[src/core/cth_consts.vh]
`ifndef CTH_CONSTS_VH
`define CTH_CONSTS_VH

// register indices, byte address is four times the index
`define CTH_IDX_RESTART   8'hD4
`define CTH_IDX_COUNT_LO  8'hD5
`define CTH_IDX_COUNT_HI  8'hD6
`define CTH_IDX_ENABLES   8'hF1
`define CTH_IDX_FLAGS     8'hF5
`define CTH_IDX_STATUS    8'hF6
`define CTH_IDX_HOLD      8'hF7

// restart strobe fields
`define CTH_RST_TIMER_BIT 0
`define CTH_RST_WDOG_BIT  1

// hold status fields
`define CTH_HOLD_ACT_BIT  0
`define CTH_HOLD_PEND_BIT 1

// counter stage positions that raise events
`define CTH_STAGE_32HZ    2
`define CTH_STAGE_16HZ    3
`define CTH_STAGE_2HZ     6
`define CTH_STAGE_1HZ     7

// reset values
`define CTH_COUNT_RST     8'h00
`define CTH_ENABLES_RST   4'h0
`define CTH_FLAGS_RST     4'h0

// crystal edges per 256 Hz tick, minus one
`define CTH_XTAL_DIV_LAST 7'h7F

// hold interval in microseconds and clock rate in MHz
`define CTH_HOLD_US       1000
`define CTH_CLK_MHZ       10

// bus answers
`define CTH_RESP_OKAY     2'h0
`define CTH_RESP_SLVERR   2'h2

`endif

[src/core/cth_clock_timer.v]
`timescale 1ns/100ps
`include "cth_consts.vh"

// Overview of operation
// RULE1: crystal-derived 256 Hz tick drives an 8-bit binary up-counter, 128 Hz to 1 Hz.
// RULE2: counter bits 0-3 read at low nibble register, bits 4-7 at high nibble.
// RULE3: high nibble advances only by carry out of the low nibble.
// RULE4: low nibble read holds high-nibble carries until high read or hold timeout.
// RULE5: software reads low nibble first; high read alone starts no hold.
// RULE6: falling edges of 32, 16, 2 and 1 Hz stages each set an event flag.
// RULE7: flags set regardless of enables; enables gate only the interrupt request.
// RULE8: enable register holds four read/write bits, 1 enables, reset to zero.
// RULE9: flag register is read-only, same bit order, clears after read, resets zero.
// RULE10: software changes enables only while processor interrupts are disabled.
// RULE11: restart bit 0 resets timer and watchdog; bit 1 resets watchdog only.
// RULE12: restart register reads zero; counter registers are read-only.
// RULE13: system reset clears the counter to zero.
// RULE14: entering sleep resets the clock timer.
// RULE15: interrupt request stays high while any enabled flag is set.
module cth_clock_timer #(
	parameter HOLD_CYCLES = `CTH_HOLD_US * `CTH_CLK_MHZ
) (
	// clock and reset
	input  wire        aclk,
	input  wire        aresetn,
	// write address channel
	input  wire [9:0]  s_axi_awaddr,
	input  wire        s_axi_awvalid,
	output reg         s_axi_awready,
	// write data channel
	input  wire [31:0] s_axi_wdata,
	input  wire [3:0]  s_axi_wstrb,
	input  wire        s_axi_wvalid,
	output reg         s_axi_wready,
	// write response channel
	output reg  [1:0]  s_axi_bresp,
	output reg         s_axi_bvalid,
	input  wire        s_axi_bready,
	// read address channel
	input  wire [9:0]  s_axi_araddr,
	input  wire        s_axi_arvalid,
	output reg         s_axi_arready,
	// read data channel
	output reg  [31:0] s_axi_rdata,
	output reg  [1:0]  s_axi_rresp,
	output reg         s_axi_rvalid,
	input  wire        s_axi_rready,
	// crystal and processor
	input  wire        crystal_clock_input,
	input  wire        sleep_instruction,
	// outputs to the system
	output reg         timer_irq,
	output reg         watchdog_restart_strobe
);

	function [7:0] cth_index;
		input [9:0] addr;
		begin
			cth_index = addr[9:2];
		end
	endfunction

	function cth_mapped;
		input [7:0] idx;
		begin
			case (idx)
				`CTH_IDX_RESTART,
				`CTH_IDX_COUNT_LO,
				`CTH_IDX_COUNT_HI,
				`CTH_IDX_ENABLES,
				`CTH_IDX_FLAGS,
				`CTH_IDX_STATUS,
				`CTH_IDX_HOLD: cth_mapped = 1'b1;
				default: cth_mapped = 1'b0;
			endcase
		end
	endfunction

	// crystal synchroniser and prescaler
	reg        xtal_meta;
	reg        xtal_sync;
	reg        xtal_prev;
	reg  [6:0] xtal_div;
	wire       xtal_rise;
	wire       tick_256hz;

	// counter and hold state
	reg  [3:0] count_lo;
	reg  [3:0] count_hi;
	reg        hold_active;
	reg        carry_pending;
	reg  [13:0] hold_cnt;
	reg  [3:0] next_lo;
	reg  [3:0] next_hi;
	reg        next_hold_active;
	reg        next_carry_pending;
	reg  [13:0] next_hold_cnt;

	// registers and events
	reg  [3:0] enables;
	reg  [3:0] flags;
	wire [3:0] next_flags;
	wire [3:0] flag_set;
	reg  [3:0] flag_clr;
	wire [7:0] fall;

	// bus state
	reg        aw_full;
	reg        w_full;
	reg  [7:0] aw_idx;
	reg  [31:0] w_data;
	reg  [3:0] w_strb;
	wire       do_write;
	wire       rd_take;
	wire [7:0] rd_idx;
	wire       wr_lo_byte;
	wire       restart_timer;
	wire       restart_wdog;
	wire       rd_lo;
	wire       rd_hi;
	wire       hold_timeout;
	wire       carry;
	wire       wr_restart;
	wire       wr_enables;
	wire       wr_status;
	wire       rd_flags;

	// the first stage feeds only the second; edges use the clean copy
	always @(posedge aclk) begin
		if (!aresetn) begin
			xtal_meta <= 1'b0;
			xtal_sync <= 1'b0;
			xtal_prev <= 1'b0;
		end else begin
			xtal_meta <= crystal_clock_input;
			xtal_sync <= xtal_meta;
			xtal_prev <= xtal_sync;
		end
	end

	assign xtal_rise  = xtal_sync & ~xtal_prev;
	assign tick_256hz = xtal_rise && (xtal_div == `CTH_XTAL_DIV_LAST);

	assign do_write = aw_full & w_full & ~s_axi_bvalid;
	assign rd_take  = s_axi_arvalid & s_axi_arready;
	assign rd_idx   = cth_index(s_axi_araddr);
	assign wr_lo_byte = do_write & w_strb[0];

	assign restart_timer = (wr_restart && w_data[`CTH_RST_TIMER_BIT]) ||
		sleep_instruction; // RULE11 RULE14
	assign restart_wdog = wr_restart &&
		(w_data[`CTH_RST_WDOG_BIT] || w_data[`CTH_RST_TIMER_BIT]); // RULE11

	assign rd_lo = rd_take && rd_idx == `CTH_IDX_COUNT_LO;
	assign rd_hi = rd_take && rd_idx == `CTH_IDX_COUNT_HI;
	assign hold_timeout = hold_active &&
		(hold_cnt == HOLD_CYCLES[13:0] - 14'h0001);
	assign carry = tick_256hz && (count_lo == 4'hF);
	assign wr_restart = wr_lo_byte && aw_idx == `CTH_IDX_RESTART;
	assign wr_enables = wr_lo_byte && aw_idx == `CTH_IDX_ENABLES;
	assign wr_status  = wr_lo_byte && aw_idx == `CTH_IDX_STATUS;
	assign rd_flags   = rd_take && rd_idx == `CTH_IDX_FLAGS;

	// prescaler restarts with the counter so the first tick is a full period
	always @(posedge aclk) begin
		if (!aresetn || restart_timer)
			xtal_div <= 7'h00;
		else if (xtal_rise)
			xtal_div <= xtal_div + 7'h01;
	end

	// a carry can arrive only every 62 ms, far longer than a hold,
	// so one pending bit is enough to keep the count continuous
	always @* begin
		next_lo            = count_lo;
		next_hi            = count_hi;
		next_hold_active   = hold_active;
		next_carry_pending = carry_pending;
		next_hold_cnt      = hold_cnt;
		if (tick_256hz)
			next_lo = count_lo + 4'h1; // RULE1
		if (hold_active && !(rd_hi || hold_timeout)) begin
			next_carry_pending = carry_pending | carry; // RULE4
			next_hold_cnt      = hold_cnt + 14'h0001;
		end else begin
			next_hi = count_hi + {3'b000, carry} +
				{3'b000, carry_pending}; // RULE3
			next_carry_pending = 1'b0;
			next_hold_active   = 1'b0; // RULE4
			next_hold_cnt      = 14'h0000;
		end
		// a carry on the edge of a low read is held and an older one
		// applied, so each low read pairs with the high nibble after it
		if (rd_lo) begin
			next_hi            = count_hi + {3'b000, carry_pending};
			next_carry_pending = carry; // RULE4
			next_hold_active = 1'b1; // RULE4 RULE5
			next_hold_cnt    = 14'h0000;
		end
		if (restart_timer) begin
			{next_hi, next_lo} = `CTH_COUNT_RST;
			next_hold_active   = 1'b0;
			next_carry_pending = 1'b0;
			next_hold_cnt      = 14'h0000;
		end
	end

	always @(posedge aclk) begin
		if (!aresetn) begin
			{count_hi, count_lo} <= `CTH_COUNT_RST; // RULE13
			hold_active   <= 1'b0;
			carry_pending <= 1'b0;
			hold_cnt      <= 14'h0000;
		end else begin
			count_lo      <= next_lo;
			count_hi      <= next_hi;
			hold_active   <= next_hold_active;
			carry_pending <= next_carry_pending;
			hold_cnt      <= next_hold_cnt;
		end
	end

	// a restart drops the stages to zero and may raise flags itself
	assign fall = {count_hi, count_lo} & ~{next_hi, next_lo};
	assign flag_set = {fall[`CTH_STAGE_1HZ], fall[`CTH_STAGE_2HZ],
		fall[`CTH_STAGE_16HZ], fall[`CTH_STAGE_32HZ]}; // RULE6 RULE7

	always @* begin
		flag_clr = 4'h0;
		if (rd_flags)
			flag_clr = flags; // RULE9
		if (wr_status)
			flag_clr = flag_clr | w_data[3:0];
	end

	genvar g;
	generate
		for (g = 0; g < 4; g = g + 1) begin : g_flag
			// a new edge wins over a clear in the same cycle
			assign next_flags[g] = flag_set[g] |
				(flags[g] & ~flag_clr[g]); // RULE6
		end
	endgenerate

	always @(posedge aclk) begin
		if (!aresetn) begin
			flags     <= `CTH_FLAGS_RST; // RULE9
			enables   <= `CTH_ENABLES_RST; // RULE8
			timer_irq <= 1'b0;
		end else begin
			flags <= next_flags;
			if (wr_enables)
				enables <= w_data[3:0]; // RULE8 RULE10
			timer_irq <= |(next_flags & enables); // RULE15 RULE7
		end
	end

	always @(posedge aclk) begin
		if (!aresetn)
			watchdog_restart_strobe <= 1'b0;
		else
			watchdog_restart_strobe <= restart_wdog; // RULE11
	end

	// write side: address and data may come in either order
	always @(posedge aclk) begin
		if (!aresetn) begin
			s_axi_awready <= 1'b1;
			s_axi_wready  <= 1'b1;
			s_axi_bvalid  <= 1'b0;
			s_axi_bresp   <= `CTH_RESP_OKAY;
			aw_full       <= 1'b0;
			w_full        <= 1'b0;
			aw_idx        <= 8'h00;
			w_data        <= 32'h00000000;
			w_strb        <= 4'h0;
		end else begin
			if (s_axi_awvalid && s_axi_awready) begin
				aw_full       <= 1'b1;
				aw_idx        <= cth_index(s_axi_awaddr);
				s_axi_awready <= 1'b0;
			end
			if (s_axi_wvalid && s_axi_wready) begin
				w_full       <= 1'b1;
				w_data       <= s_axi_wdata;
				w_strb       <= s_axi_wstrb;
				s_axi_wready <= 1'b0;
			end
			if (do_write) begin
				aw_full      <= 1'b0;
				w_full       <= 1'b0;
				s_axi_bvalid <= 1'b1;
				// writes to read-only places are dropped quietly
				s_axi_bresp  <= cth_mapped(aw_idx) ?
					`CTH_RESP_OKAY : `CTH_RESP_SLVERR; // RULE12
			end
			if (s_axi_bvalid && s_axi_bready) begin
				s_axi_bvalid  <= 1'b0;
				s_axi_awready <= 1'b1;
				s_axi_wready  <= 1'b1;
			end
		end
	end

	// read side: one read at a time, data registered at acceptance
	always @(posedge aclk) begin
		if (!aresetn) begin
			s_axi_arready <= 1'b1;
			s_axi_rvalid  <= 1'b0;
			s_axi_rdata   <= 32'h00000000;
			s_axi_rresp   <= `CTH_RESP_OKAY;
		end else begin
			if (rd_take) begin
				s_axi_arready <= 1'b0;
				s_axi_rvalid  <= 1'b1;
				s_axi_rresp   <= cth_mapped(rd_idx) ?
					`CTH_RESP_OKAY : `CTH_RESP_SLVERR;
				case (rd_idx)
					`CTH_IDX_COUNT_LO:
						s_axi_rdata <= {28'h0000000, count_lo}; // RULE2
					`CTH_IDX_COUNT_HI:
						s_axi_rdata <= {28'h0000000, count_hi}; // RULE2
					`CTH_IDX_ENABLES:
						s_axi_rdata <= {28'h0000000, enables}; // RULE8
					`CTH_IDX_FLAGS,
					`CTH_IDX_STATUS:
						s_axi_rdata <= {28'h0000000, flags}; // RULE9
					`CTH_IDX_HOLD:
						s_axi_rdata <= {30'h00000000, carry_pending,
							hold_active};
					default:
						s_axi_rdata <= 32'h00000000; // RULE12
				endcase
			end
			if (s_axi_rvalid && s_axi_rready) begin
				s_axi_rvalid  <= 1'b0;
				s_axi_arready <= 1'b1;
			end
		end
	end

endmodule // cth_clock_timer

[config.mk]
export PLATFORM = sky130hd
export DESIGN_NAME = cth_clock_timer
export DESIGN_NICKNAME = d
export VERILOG_FILES = /design/src/core/cth_clock_timer.v
export VERILOG_INCLUDE_DIRS = /design/src /design/src/core
export SDC_FILE = /design/constraint.sdc
export NUM_CORES = 1
export LEC_CHECK = 0
export ABC_AREA = 1
export BUFFER_PORTS_ARGS = -buffer_cell sky130_fd_sc_hd__buf_2
export CAP_MARGIN = 20
export CORE_MARGIN = 8
export CORE_UTILIZATION = 45
export DETAILED_ROUTE_END_ITERATION = 7
export PLACE_DENSITY_LB_ADDON = 0.3
export SYNTH_ARGS = -nofsm -noshare
export SYNTH_HDL_FRONTEND = slang
export SYNTH_SLANG_ARGS = --single-unit
[constraint.sdc]
create_clock -name aclk -period 3.2 [get_ports aclk]
set_clock_uncertainty 0.2 [all_clocks]
set_input_delay 0.64 -clock aclk [delete_from_list [all_inputs] [get_ports aclk]]
set_output_delay 0.64 -clock aclk [all_outputs]
set_load 0.03 [all_outputs]
# [Yosys cells after proc, flatten, opt, wreduce, memory -nomap -nowiden]
# Cells that the tools add are included.
[totals] regBits=100 in_bits=65 output_inout_bits=43 wordCells=127
[classes] mux=20 eq_ne=18 bitwise=26 addsub=6 reduce_logical=31
[ops] cell="$eq A8 B8 Y1 const B" n=14
[ops] cell="$mux W4" n=7
[ops] cell="$pmux W4 S5" n=1
[ops] cell="$logic_and A1 B1 Y1" n=16
[ops] cell="$add A14 B1 Y14 const B" n=1
[ops] cell="$eq A14 B14 Y1 const B" n=1
[ops] cell="$reduce_or A7 Y1" n=2
[ops] cell="$add A4 B1 Y4" n=3
[ops] cell="$mux W1" n=10
[ops] cell="$reduce_or A2 Y1" n=5
[ops] cell="$and A1 B1 Y1" n=9
[ops] cell="$and A8 B8 Y8" n=1
[ops] cell="$not A1 Y1" n=8
[ops] cell="$not A8 Y8" n=1
[ops] cell="$reduce_or A4 Y1" n=2
[ops] cell="$add A7 B1 Y7 const B" n=1
[ops] cell="$eq A7 B7 Y1 const B" n=1
[ops] cell="$or A1 B1 Y1" n=5
[ops] cell="$add A4 B1 Y4 const B" n=1
[ops] cell="$and A4 B4 Y4" n=1
[ops] cell="$eq A4 B4 Y1 const B" n=1
[ops] cell="$logic_or A1 B1 Y1" n=4
[ops] cell="$mux W2" n=2
[ops] cell="$or A4 B4 Y4" n=1
[ops] cell="other kinds (2)" n=3

# [Longest topological paths before layout]
# Gate-level depths: netlist of run 1.
[logic_depth] depth_word=14 depth_mapped=21 ltp_nobuf=21

# [Worst setup path after synthesis of run 1]
# OpenSTA, ideal clock, no wires.
[synth_timing] path_kind="register to register" from="reg xtal_div[0]" to="reg timer_irq" path_slack_ps=650 period_less_slack_ps=2550 required_time_ps=2882 path_buffers=0 setup_time_ps=118 path_stages_with_launch=21 t_arrival_ps=2231 cell_sequence="dfxtp_1 -> ha_1 -> nand2_4 -> nor2_4 -> nand4_4 -> nor2_2 -> nand2_2 -> clkinv_1 -> nand2_1 -> fa_1 -> inv_1 -> nand3_1 -> xor2_1 -> nand2_2 -> nand2_1 -> nand2_1 -> nand2_2 -> nand2_2 -> nand2_1 -> nand3_1 -> nand3_2"
[synth_between] elab_chain_cells=13 elab_cells_between_ends=18 classes_between="add/sub (2); eq/ne (1); mux (5); bitwise (7); reduce/logical (3)"
[synth_rtl] element="from (decl)" line_no="cth_clock_timer.v:83" rtl="reg [6:0] xtal_div;"
[synth_rtl] element="from (signal assigned)" line_no="cth_clock_timer.v:169" rtl="xtal_div <= xtal_div + 7'h01;"
[synth_rtl] element="$eq A7 B7 Y1 (no line) *"
[synth_rtl] element="$logic_and A1 B1 Y1 *" line_no="cth_clock_timer.v:142" rtl="assign tick_256hz = xtal_rise && (xtal_div == `CTH_XTAL_DIV_LAST);"
[synth_rtl] element="$logic_and A1 B1 Y1" line_no="cth_clock_timer.v:158" rtl="assign carry = tick_256hz && (count_lo == 4'hF);"
[synth_rtl] element="$add A4 B1 Y4 (2 in a row)" line_no="cth_clock_timer.v:186" rtl="next_hi = count_hi + {3'b000, carry} +"
[synth_rtl] element="$mux W4" line_no="cth_clock_timer.v:182" rtl="if (hold_active && !(rd_hi || hold_timeout)) begin"
[synth_rtl] element="$mux W4" line_no="cth_clock_timer.v:194" rtl="if (rd_lo) begin"
[synth_rtl] element="$mux W4" line_no="cth_clock_timer.v:200" rtl="if (restart_timer) begin"
[synth_rtl] element="$not A8 Y8 *" line_no="cth_clock_timer.v:224" rtl="assign fall = {count_hi, count_lo} & ~{next_hi, next_lo};"
[synth_rtl] element="$and A8 B8 Y8 *" line_no="cth_clock_timer.v:224"
[synth_rtl] element="$or A1 B1 Y1" line_no="cth_clock_timer.v:240" rtl="assign next_flags[g] = flag_set[g] |"
[synth_rtl] element="$and A4 B4 Y4 *" line_no="cth_clock_timer.v:254" rtl="timer_irq <= |(next_flags & enables);"
[synth_rtl] element="$reduce_or A4 Y1 *" line_no="cth_clock_timer.v:254"
[synth_rtl] element="to (signal assigned)" line_no="cth_clock_timer.v:254"
[synth_rtl] element="to (decl)" line_no="cth_clock_timer.v:52" rtl="output reg timer_irq,"
# Every way passes the cells marked *; elsewhere a longest branch is shown, timed or not.
# A chain may end at the register's enable or synchronous reset.

# [Worst setup path after layout of run 1]
# Same ends and word-level chain as after synthesis.

==> key figures, run 1 <==
Finish
  – Antenna Diode Count: 0
  – FILL cells: about 760
  – Area Growth Syn to Fin: 10.28%
  – Area of the multi-input gates: roughly 1800 sq um
  – Fraction of layout cells with a size suffix above 1: about 20%
  – Register area: 1401 sq um
  – Nets: just under 600

Floorplan
  – Core footprint: 7727 sq um
  – Initial core utilization: ~46%
  – Io pins: around 110
  – Die Y: between 100 and 150 um
  – Die W: between 100 and 150 um
  – Row count: 32
  – Die area: approximately 11000 sq um

Timing
  – Slew margin rel.: approximately 62%
  – Setup slack after layout: roughly 0.42 ns
  – Final hold violation count: 0
  – Worst-Margin Slew: between 0.5 and 0.6 ns
  – Slew Limit Fails: 0
  – Setup violators final: 0
  – Final period utilization: about 87%
  – Max Clk Rate: between 0.3 and 0.4 GHz
  – Setup_tns: 0 ns
  – RSZ-0062 raised after global routing: no
  – Min Hold Slack: ~0.23 ns
  – Min Tclk post-route: around 2.8 ns

Logic synthesis
  – Post-Syn Area: 3577 sq um
  – Post-synthesis compound-gate area fraction: between 10 and 15%
  – YS warnings: 0
  – Area leader, netlist: dfxtp_1
  – Main combinational cell family by area after synthesis: simple AND/OR/NAND/NOR gates
  – Avg Cell Area, Syn: around 7.6 sq um
  – Mux cell area share after synthesis: 0%
  – Cell variety after synth: 45
  – Synth Area in Simple Gates: between 30% and 40%
  – Flops & latches, synth: 70
  – Xor-xnor portion of the synthesized cell area: 2.938%
  – Synth Area in Adders: between 2 and 3%
  – Top cells by area, synth: dfxtp_1, nand2_1, buf_4
  – Yosys top cell area share: 39.17%
  – Post-Synthesis Cells: ~470
  – Register area share after synthesis: around two fifths

Worst setup path
  – FF-to-FF setup slack: between 0.4 and 0.5 ns
  – Crit path from: xtal_div[0]$_SDFFE_PP0P_
  – CP arrival: 2.87 ns
  – Reg2reg end: timer_irq$_SDFF_PN0_
  – R2r startpoint: xtal_div[0]$_SDFFE_PP0P_
  – WP data required: around 3.3 ns
  – CP Max Fanout: 4
  – Nature of the critical path startpoint: flip-flop
  – R2r worst-path depth: 20
  – Critical path class: flip-flop to flip-flop
  – Crit end category: flip-flop

Global routing
  – Vias in the first global route: ~2900
  – Grt ovf: 0
  – GRT Total Usage: approximately an eighth
  – Antenna violations before repair: 0
  – Global-route wire length before repair: ~12 mm
  – Largest net degree at the start of global routing: 33

Place
  – Post-placement setup slack: about 0.41 ns
  – IO Port Bufs: 42
  – Post-DP HPWL: about 5.5 mm
  – GP Congestion: 0.8620

Clock tree
  – CTS tree: yes
  – Clock sink total: 70
  – Cell chosen for the clock root: clkbuf_8
  – CTS Hold Buffers Added: 0
  – # H-tree levels: 3
  – Clk pin slew, worst setup/hold paths: 0.08 ns
  – Setup repair bufs after CTS: 0
  – Total CTS buffers: 9
  – Gates resized, CTS repair: 0
  – Worst skew pair latency: between 0.3 and 0.4 ns
  – Clock buffer depth: 2

Power and ir drop
  – Leakage power: 1.748 nW
  – Worst VDD drop: between 0.2 and 0.3 mV
  – Total power: 1.728 mW
  – Cell Pwr Density: roughly 440 nW/um^2

Route
  – M1 WL: about 3.3 mm
  – DRC violations left: 0
  – WL final: a little over 7 mm
  – Met3 WL: approximately 400 um
  – Vias/cell: 4.685
  – Met2 Wirelength: 3.400 mm
  – Top Metal Used: met4
  – Vias: between 2000 and 3000
  – Antenna viol nets, final: 0
  – Drt wl/cell: around 11 um
  – Initial DRC count: roughly 120
  – First-pass DRT Iterations: 6

Status
  – Outcome: completed

Flow run
  – Number of max-cap violations: 0

Min path
  – Critical hold path startpoint: xtal_meta$_SDFF_PN0_
  – Hold Path Sink: xtal_sync$_SDFF_PN0_
  – Hold Crit Depth: 2
  – Min-Delay Path Class: flip-flop to flip-flop
==> metal layers <==
layer / vias up / global-route usage, %
met4: 0 / 5.301
met3: 9 / 3.686
met1: 1305 / 15.85
li1: 1555 / -
met2: 59 / 22.17
met5: - / 0
==> power by group <==
part	switching, mW	internal, mW
Clock	0.348	0.280
Sequential	0.0176	0.898
Combinational	0.139	0.0457
Total	0.504	1.22
==> area by class of cell <==
cell class | count | share of cell area, %
clock buffers | 9 | 3.140
clock inverters | 7 | 1.300
inverters | 58 | 5.519
multi-input cells | 336 | 45.77
flip-flops and latches | 70 | 35.52
well taps | 102 | 3.235
repair buffers | 43 | 5.519
==> state kept, by name, summed over array words and instances, names as in the netlist, 4 cells and up <==
register and count:
hold_cnt 14, aw_idx 8, xtal_div 7, count_hi 4, count_lo 4, enables 4
flags 4, s_axi_rdata 4, w_data 4
==> cells by family after synthesis <==
group,Yosys count
buf+inv,95
xor+xnor,12
fa+ha+maj,7
simple gates,218
other cells,1
flops,70
compound gates,69
==> cells in the mapped netlist (all sizes together) <==
library cell and instances:
xnor2 5, nor4 2, a211oi 1, o211ai 1, inv 57, a221oi 1
nand3 30, a21oi 27, o22ai 2, nor3 5, o2111ai 1, o21a 2
xor2 7, clkbuf 5, o21ai 27, nor3b 4, a31oi 4, conb 1
clkinv 1, or2 2, nand3b 1, nand4 11, dfxtp 70, fa 1
buf 32, ha 6, a41oi 2, nor2 73, nand2 90, a21boi 1
==> cell usage in the layout, fill, tap and decap left out, types with 2 or more instances in the layout <==
cell,n
nand2_1,81
dfxtp_1,70
nor2_1,60
inv_1,50
buf_2,42
conb_1,30
o21ai_0,26
a21oi_1,24
nand3_1,22
nand4_1,10
clkbuf_8,9
nor2_4,8
nand2_2,8
inv_2,7
nand3_2,7
xor2_1,7
ha_1,6
nor2_2,5
xnor2_1,5
clkinvlp_4,5
a31oi_1,4
nor3_1,4
a21oi_2,3
nor3b_1,3
o21a_1,2
nor4_1,2
o22ai_1,2
or2_2,2
a41oi_1,2
==> metrics by stage <==
step                std cells  util (%)  instance area, sq um
floorplan                 501         -                  3686
global placement          609     48.79                  3770
detailed placement        609     48.79                  3770
CTS                       625     51.05                  3945
global route              625     51.05                  3945
finish                    625     51.05                  3945
==> worst max-delay path, cell delays in order (launching register included) <==
cell and delay, ns:
dfxtp_1 0.35, ha_1 0.20, nand2_4 0.07, nor2_4 0.13
nand4_4 0.13, nor2_2 0.14, nand2_2 0.07, clkinv_1 0.06
nand2_1 0.09, fa_1 0.37, inv_1 0.08, ha_1 0.16
xnor2_1 0.11, nand2_1 0.07, nand2_1 0.05, nand2_1 0.05
nand2_1 0.07, nand2_1 0.08, nand2_1 0.07, nand3_1 0.08
nand3_2 0.08
==> worst max path at each step <==
stage / end / slack, ns / cells past startpoint
finish: timer_irq$_SDFF_PN0_ / 0.42 / 20
global route: timer_irq$_SDFF_PN0_ / 0.19 / 20
CTS: timer_irq$_SDFF_PN0_ / 0.39 / 20
detailed placement: timer_irq$_SDFF_PN0_ / 0.41 / 20
global placement: timer_irq$_SDFF_PN0_ / 0.44 / 20
floorplan: timer_irq$_SDFF_PN0_ / 0.65 / 20
Note: power is estimated with default switching activity, not from simulation.
==> run 2: changes to the inputs <==
--- a/config.mk
+++ b/config.mk
@@ -9,6 +9,7 @@
 export ABC_AREA = 1
 export BUFFER_PORTS_ARGS = -buffer_cell sky130_fd_sc_hd__buf_2
 export CAP_MARGIN = 20
+export CORE_ASPECT_RATIO = 0.6
 export CORE_MARGIN = 8
 export CORE_UTILIZATION = 45
 export DETAILED_ROUTE_END_ITERATION = 7
==> constraint.sdc (replaced) <==
create_clock -name aclk -period 2.3 [get_ports aclk]
set_clock_uncertainty 0.2 [all_clocks]
set_input_delay 0.46 -clock aclk [delete_from_list [all_inputs] [get_ports aclk]]
set_output_delay 0.46 -clock aclk [all_outputs]
set_load 0.03 [all_outputs]
==> run 2 against run 1 <==
The flow now finishes with violations (negative setup slack). Sequential share of layout area fell by 2.9 points. Sequential power rose by 40%. Via count rose by 6.5%. Setup slack got worse by 0.66 ns. Largest cell class unchanged.
==> key figures, run 2 (synthesis results as in run 1) <==
Status
  – Outcome: complete, but fails checks
  – Failing checks: negative setup slack

Timing
  – Setup slack after layout: -0.2395 ns
  – Max Clk Rate: just under 0.4 GHz
  – Setup violators final: 5
  – RSZ-0062 raised after global routing: yes
  – Slew Limit Fails: 0
  – Final hold violation count: 0
  – Setup_tns: -0.6900 ns
  – Final period utilization: 110.4%
  – Min Tclk post-route: ~2.5 ns

Clock tree
  – Cell chosen for the clock root: clkbuf_16
  – CTS Hold Buffers Added: 0
  – CTS tree: yes
  – # H-tree levels: 3
  – Clock buffer depth: 2
  – Worst skew pair latency: 0.33 ns
  – Total CTS buffers: 9
  – Clock sink total: 70
  – Clk pin slew, worst setup/hold paths: ~0.060 ns

Min path
  – Min-Delay Path Class: input port to flip-flop
  – Hold Crit Depth: 3
  – Hold Path Sink: xtal_meta$_SDFF_PN0_
  – Critical hold path startpoint: crystal_clock_input

Global routing
  – GRT Total Usage: 15.04%
  – Grt ovf: 0
  – Global-route wire length before repair: between 10 and 15 mm
  – Antenna violations before repair: 0
  – Vias in the first global route: 2984
  – Largest net degree at the start of global routing: 19

Place
  – Post-placement cell count: around 640
  – Post-DP HPWL: ~6.3 mm
  – Post-placement setup slack: -0.2982 ns
  – IO Port Bufs: 42
  – GP Congestion: about 0.87

Route
  – Antenna viol nets, final: 0
  – Vias: 3117
  – Initial DRC count: 244
  – Vias/cell: 4.752
  – First-pass DRT Iterations: 5
  – DRC violations left: 0
  – Drt wl/cell: about 12 um
  – WL final: between 8 and 9 mm

Finish
  – Most frequent cells in the layout: nand2_1, dfxtp_1, nor2_1, inv_1, buf_2
  – Max reg flops: 14
  – Antenna Diode Count: 0
  – Largest Register: hold_cnt
  – Commonest non-fill, non-tap cell in the layout: nand2_1
  – Non-Filler Instances: roughly 660
  – Nets: ~600
  – Largest regs: hold_cnt x14, aw_idx x8, xtal_div x7
  – Fraction of layout cells with a size suffix above 1: 26.09%
  – Area Growth Syn to Fin: 20.25%

Worst setup path
  – Reg2reg end: timer_irq$_SDFF_PN0_
  – CP bufs+invs: 3
  – Cell mode on critical path: nand2_2
  – CP Cell Sequence: inv_2 -> nor2_4 -> nand2_4 -> nor2_4 -> nand4_4 -> nor2_4 -> nand2_2 -> clkinv_2 -> nand2_2 -> fa_2 -> inv_2 -> nand3_2 -> xor2_1 -> nand2_2 -> nand2_1 -> nand2_1 -> nand2_2 -> nand2_2 -> nand2_1 -> nand3_1 -> nand3_2
  – Crit end category: flip-flop
  – CP arrival: ~2.6 ns
  – FF-to-FF setup slack: -0.24 ns
  – CP Max Fanout: 2
  – R2r startpoint: xtal_sync$_SDFF_PN0_
  – Nature of the critical path startpoint: flip-flop
  – Largest stage delay, worst path: ~0.33 ns
  – WP data required: 2.32 ns
  – Critical path class: flip-flop to flip-flop
  – Top Family by Delay on Critical Path: simple AND/OR/NAND/NOR gates
  – Worst path slowest cell: dfxtp_2
  – R2r worst-path depth: 21

Floorplan
  – Die W: around 130 um
  – Row count: 25
  – Die Y: 85.06 um
  – Io pins: 108
  – Initial core utilization: 45.93%
  – Die area: between 10000 and 15000 sq um
  – Core footprint: slightly below 8000 sq um

Power and ir drop
  – Cell Pwr Density: roughly 670 nW/um^2
  – Worst VDD drop: 0.3909 mV
  – Leakage power: a little under 2 nW
  – Total power: 2.880 mW

Flow run
  – Number of max-cap violations: 0
==> run 2: layer usage <==
metal / up-vias / global-route usage (%) / share of wire [%]
li1: 1605 / - / -
met3: 11 / 6.073 / 8.7
met4: 0 / 4.193 / 0.96
met2: 98 / 22.01 / 41
met5: - / 0 / 0
met1: 1403 / 19.87 / 49
==> run 2: final cells by class <==
class	count	area (sq um)
clock buffers	10	229.0
clock inverters	6	62.56
fillers	749	3487
inverters	58	219.0
multi-input cells	336	1846
flip-flops and latches	70	1405
well taps	108	135.1
repair buffers	68	405.4
==> run 2: worst max path at each step <==
stage                                end  slack, ns            startpoint  cells past startpoint
finish              timer_irq$_SDFF_PN0_      -0.24  xtal_sync$_SDFF_PN0_                     21
detailed placement  timer_irq$_SDFF_PN0_      -0.30  xtal_sync$_SDFF_PN0_                     21
floorplan           timer_irq$_SDFF_PN0_      -0.19  xtal_sync$_SDFF_PN0_                     21
global placement    timer_irq$_SDFF_PN0_      -0.26  xtal_sync$_SDFF_PN0_                     21
CTS                 timer_irq$_SDFF_PN0_      -0.24  xtal_sync$_SDFF_PN0_                     21
global route        timer_irq$_SDFF_PN0_      -0.43  xtal_sync$_SDFF_PN0_                     21
==> run 2: per-stage QoR <==
stage,hold slack [ns],instance area (sq um),utilization (%)
finish,0.1130,4302,55.23
global route,0.09654,4302,55.23
CTS,0.09771,4282,54.97
detailed placement,0.2055,3968,50.94
global placement,0.1947,3968,50.94
floorplan,0.1905,3719,-
==> run 2: repair_timing <==
| action | CTS | global route |
|---|---|---|
| pin swaps | 4 | 3 |
| resized for setup | 0 | 5 |
| endpoints found under the setup margin | 6 | 6 |
| buffers inserted | 3 | 1 |
==> run 2: worst min-delay path, stage by stage <==
cell,delay (ns)
buf_2,0.07
nand2_1,0.04
inv_1,0.04
==> run 2: power breakdown <==
part | total (mW) | internal, mW | switching [mW]
clock | 1.33 | 0.834 | 0.498
combinational | 0.270 | 0.0688 | 0.201
sequential | 1.28 | 1.25 | 0.0252
total | 2.88 | 2.16 | 0.724
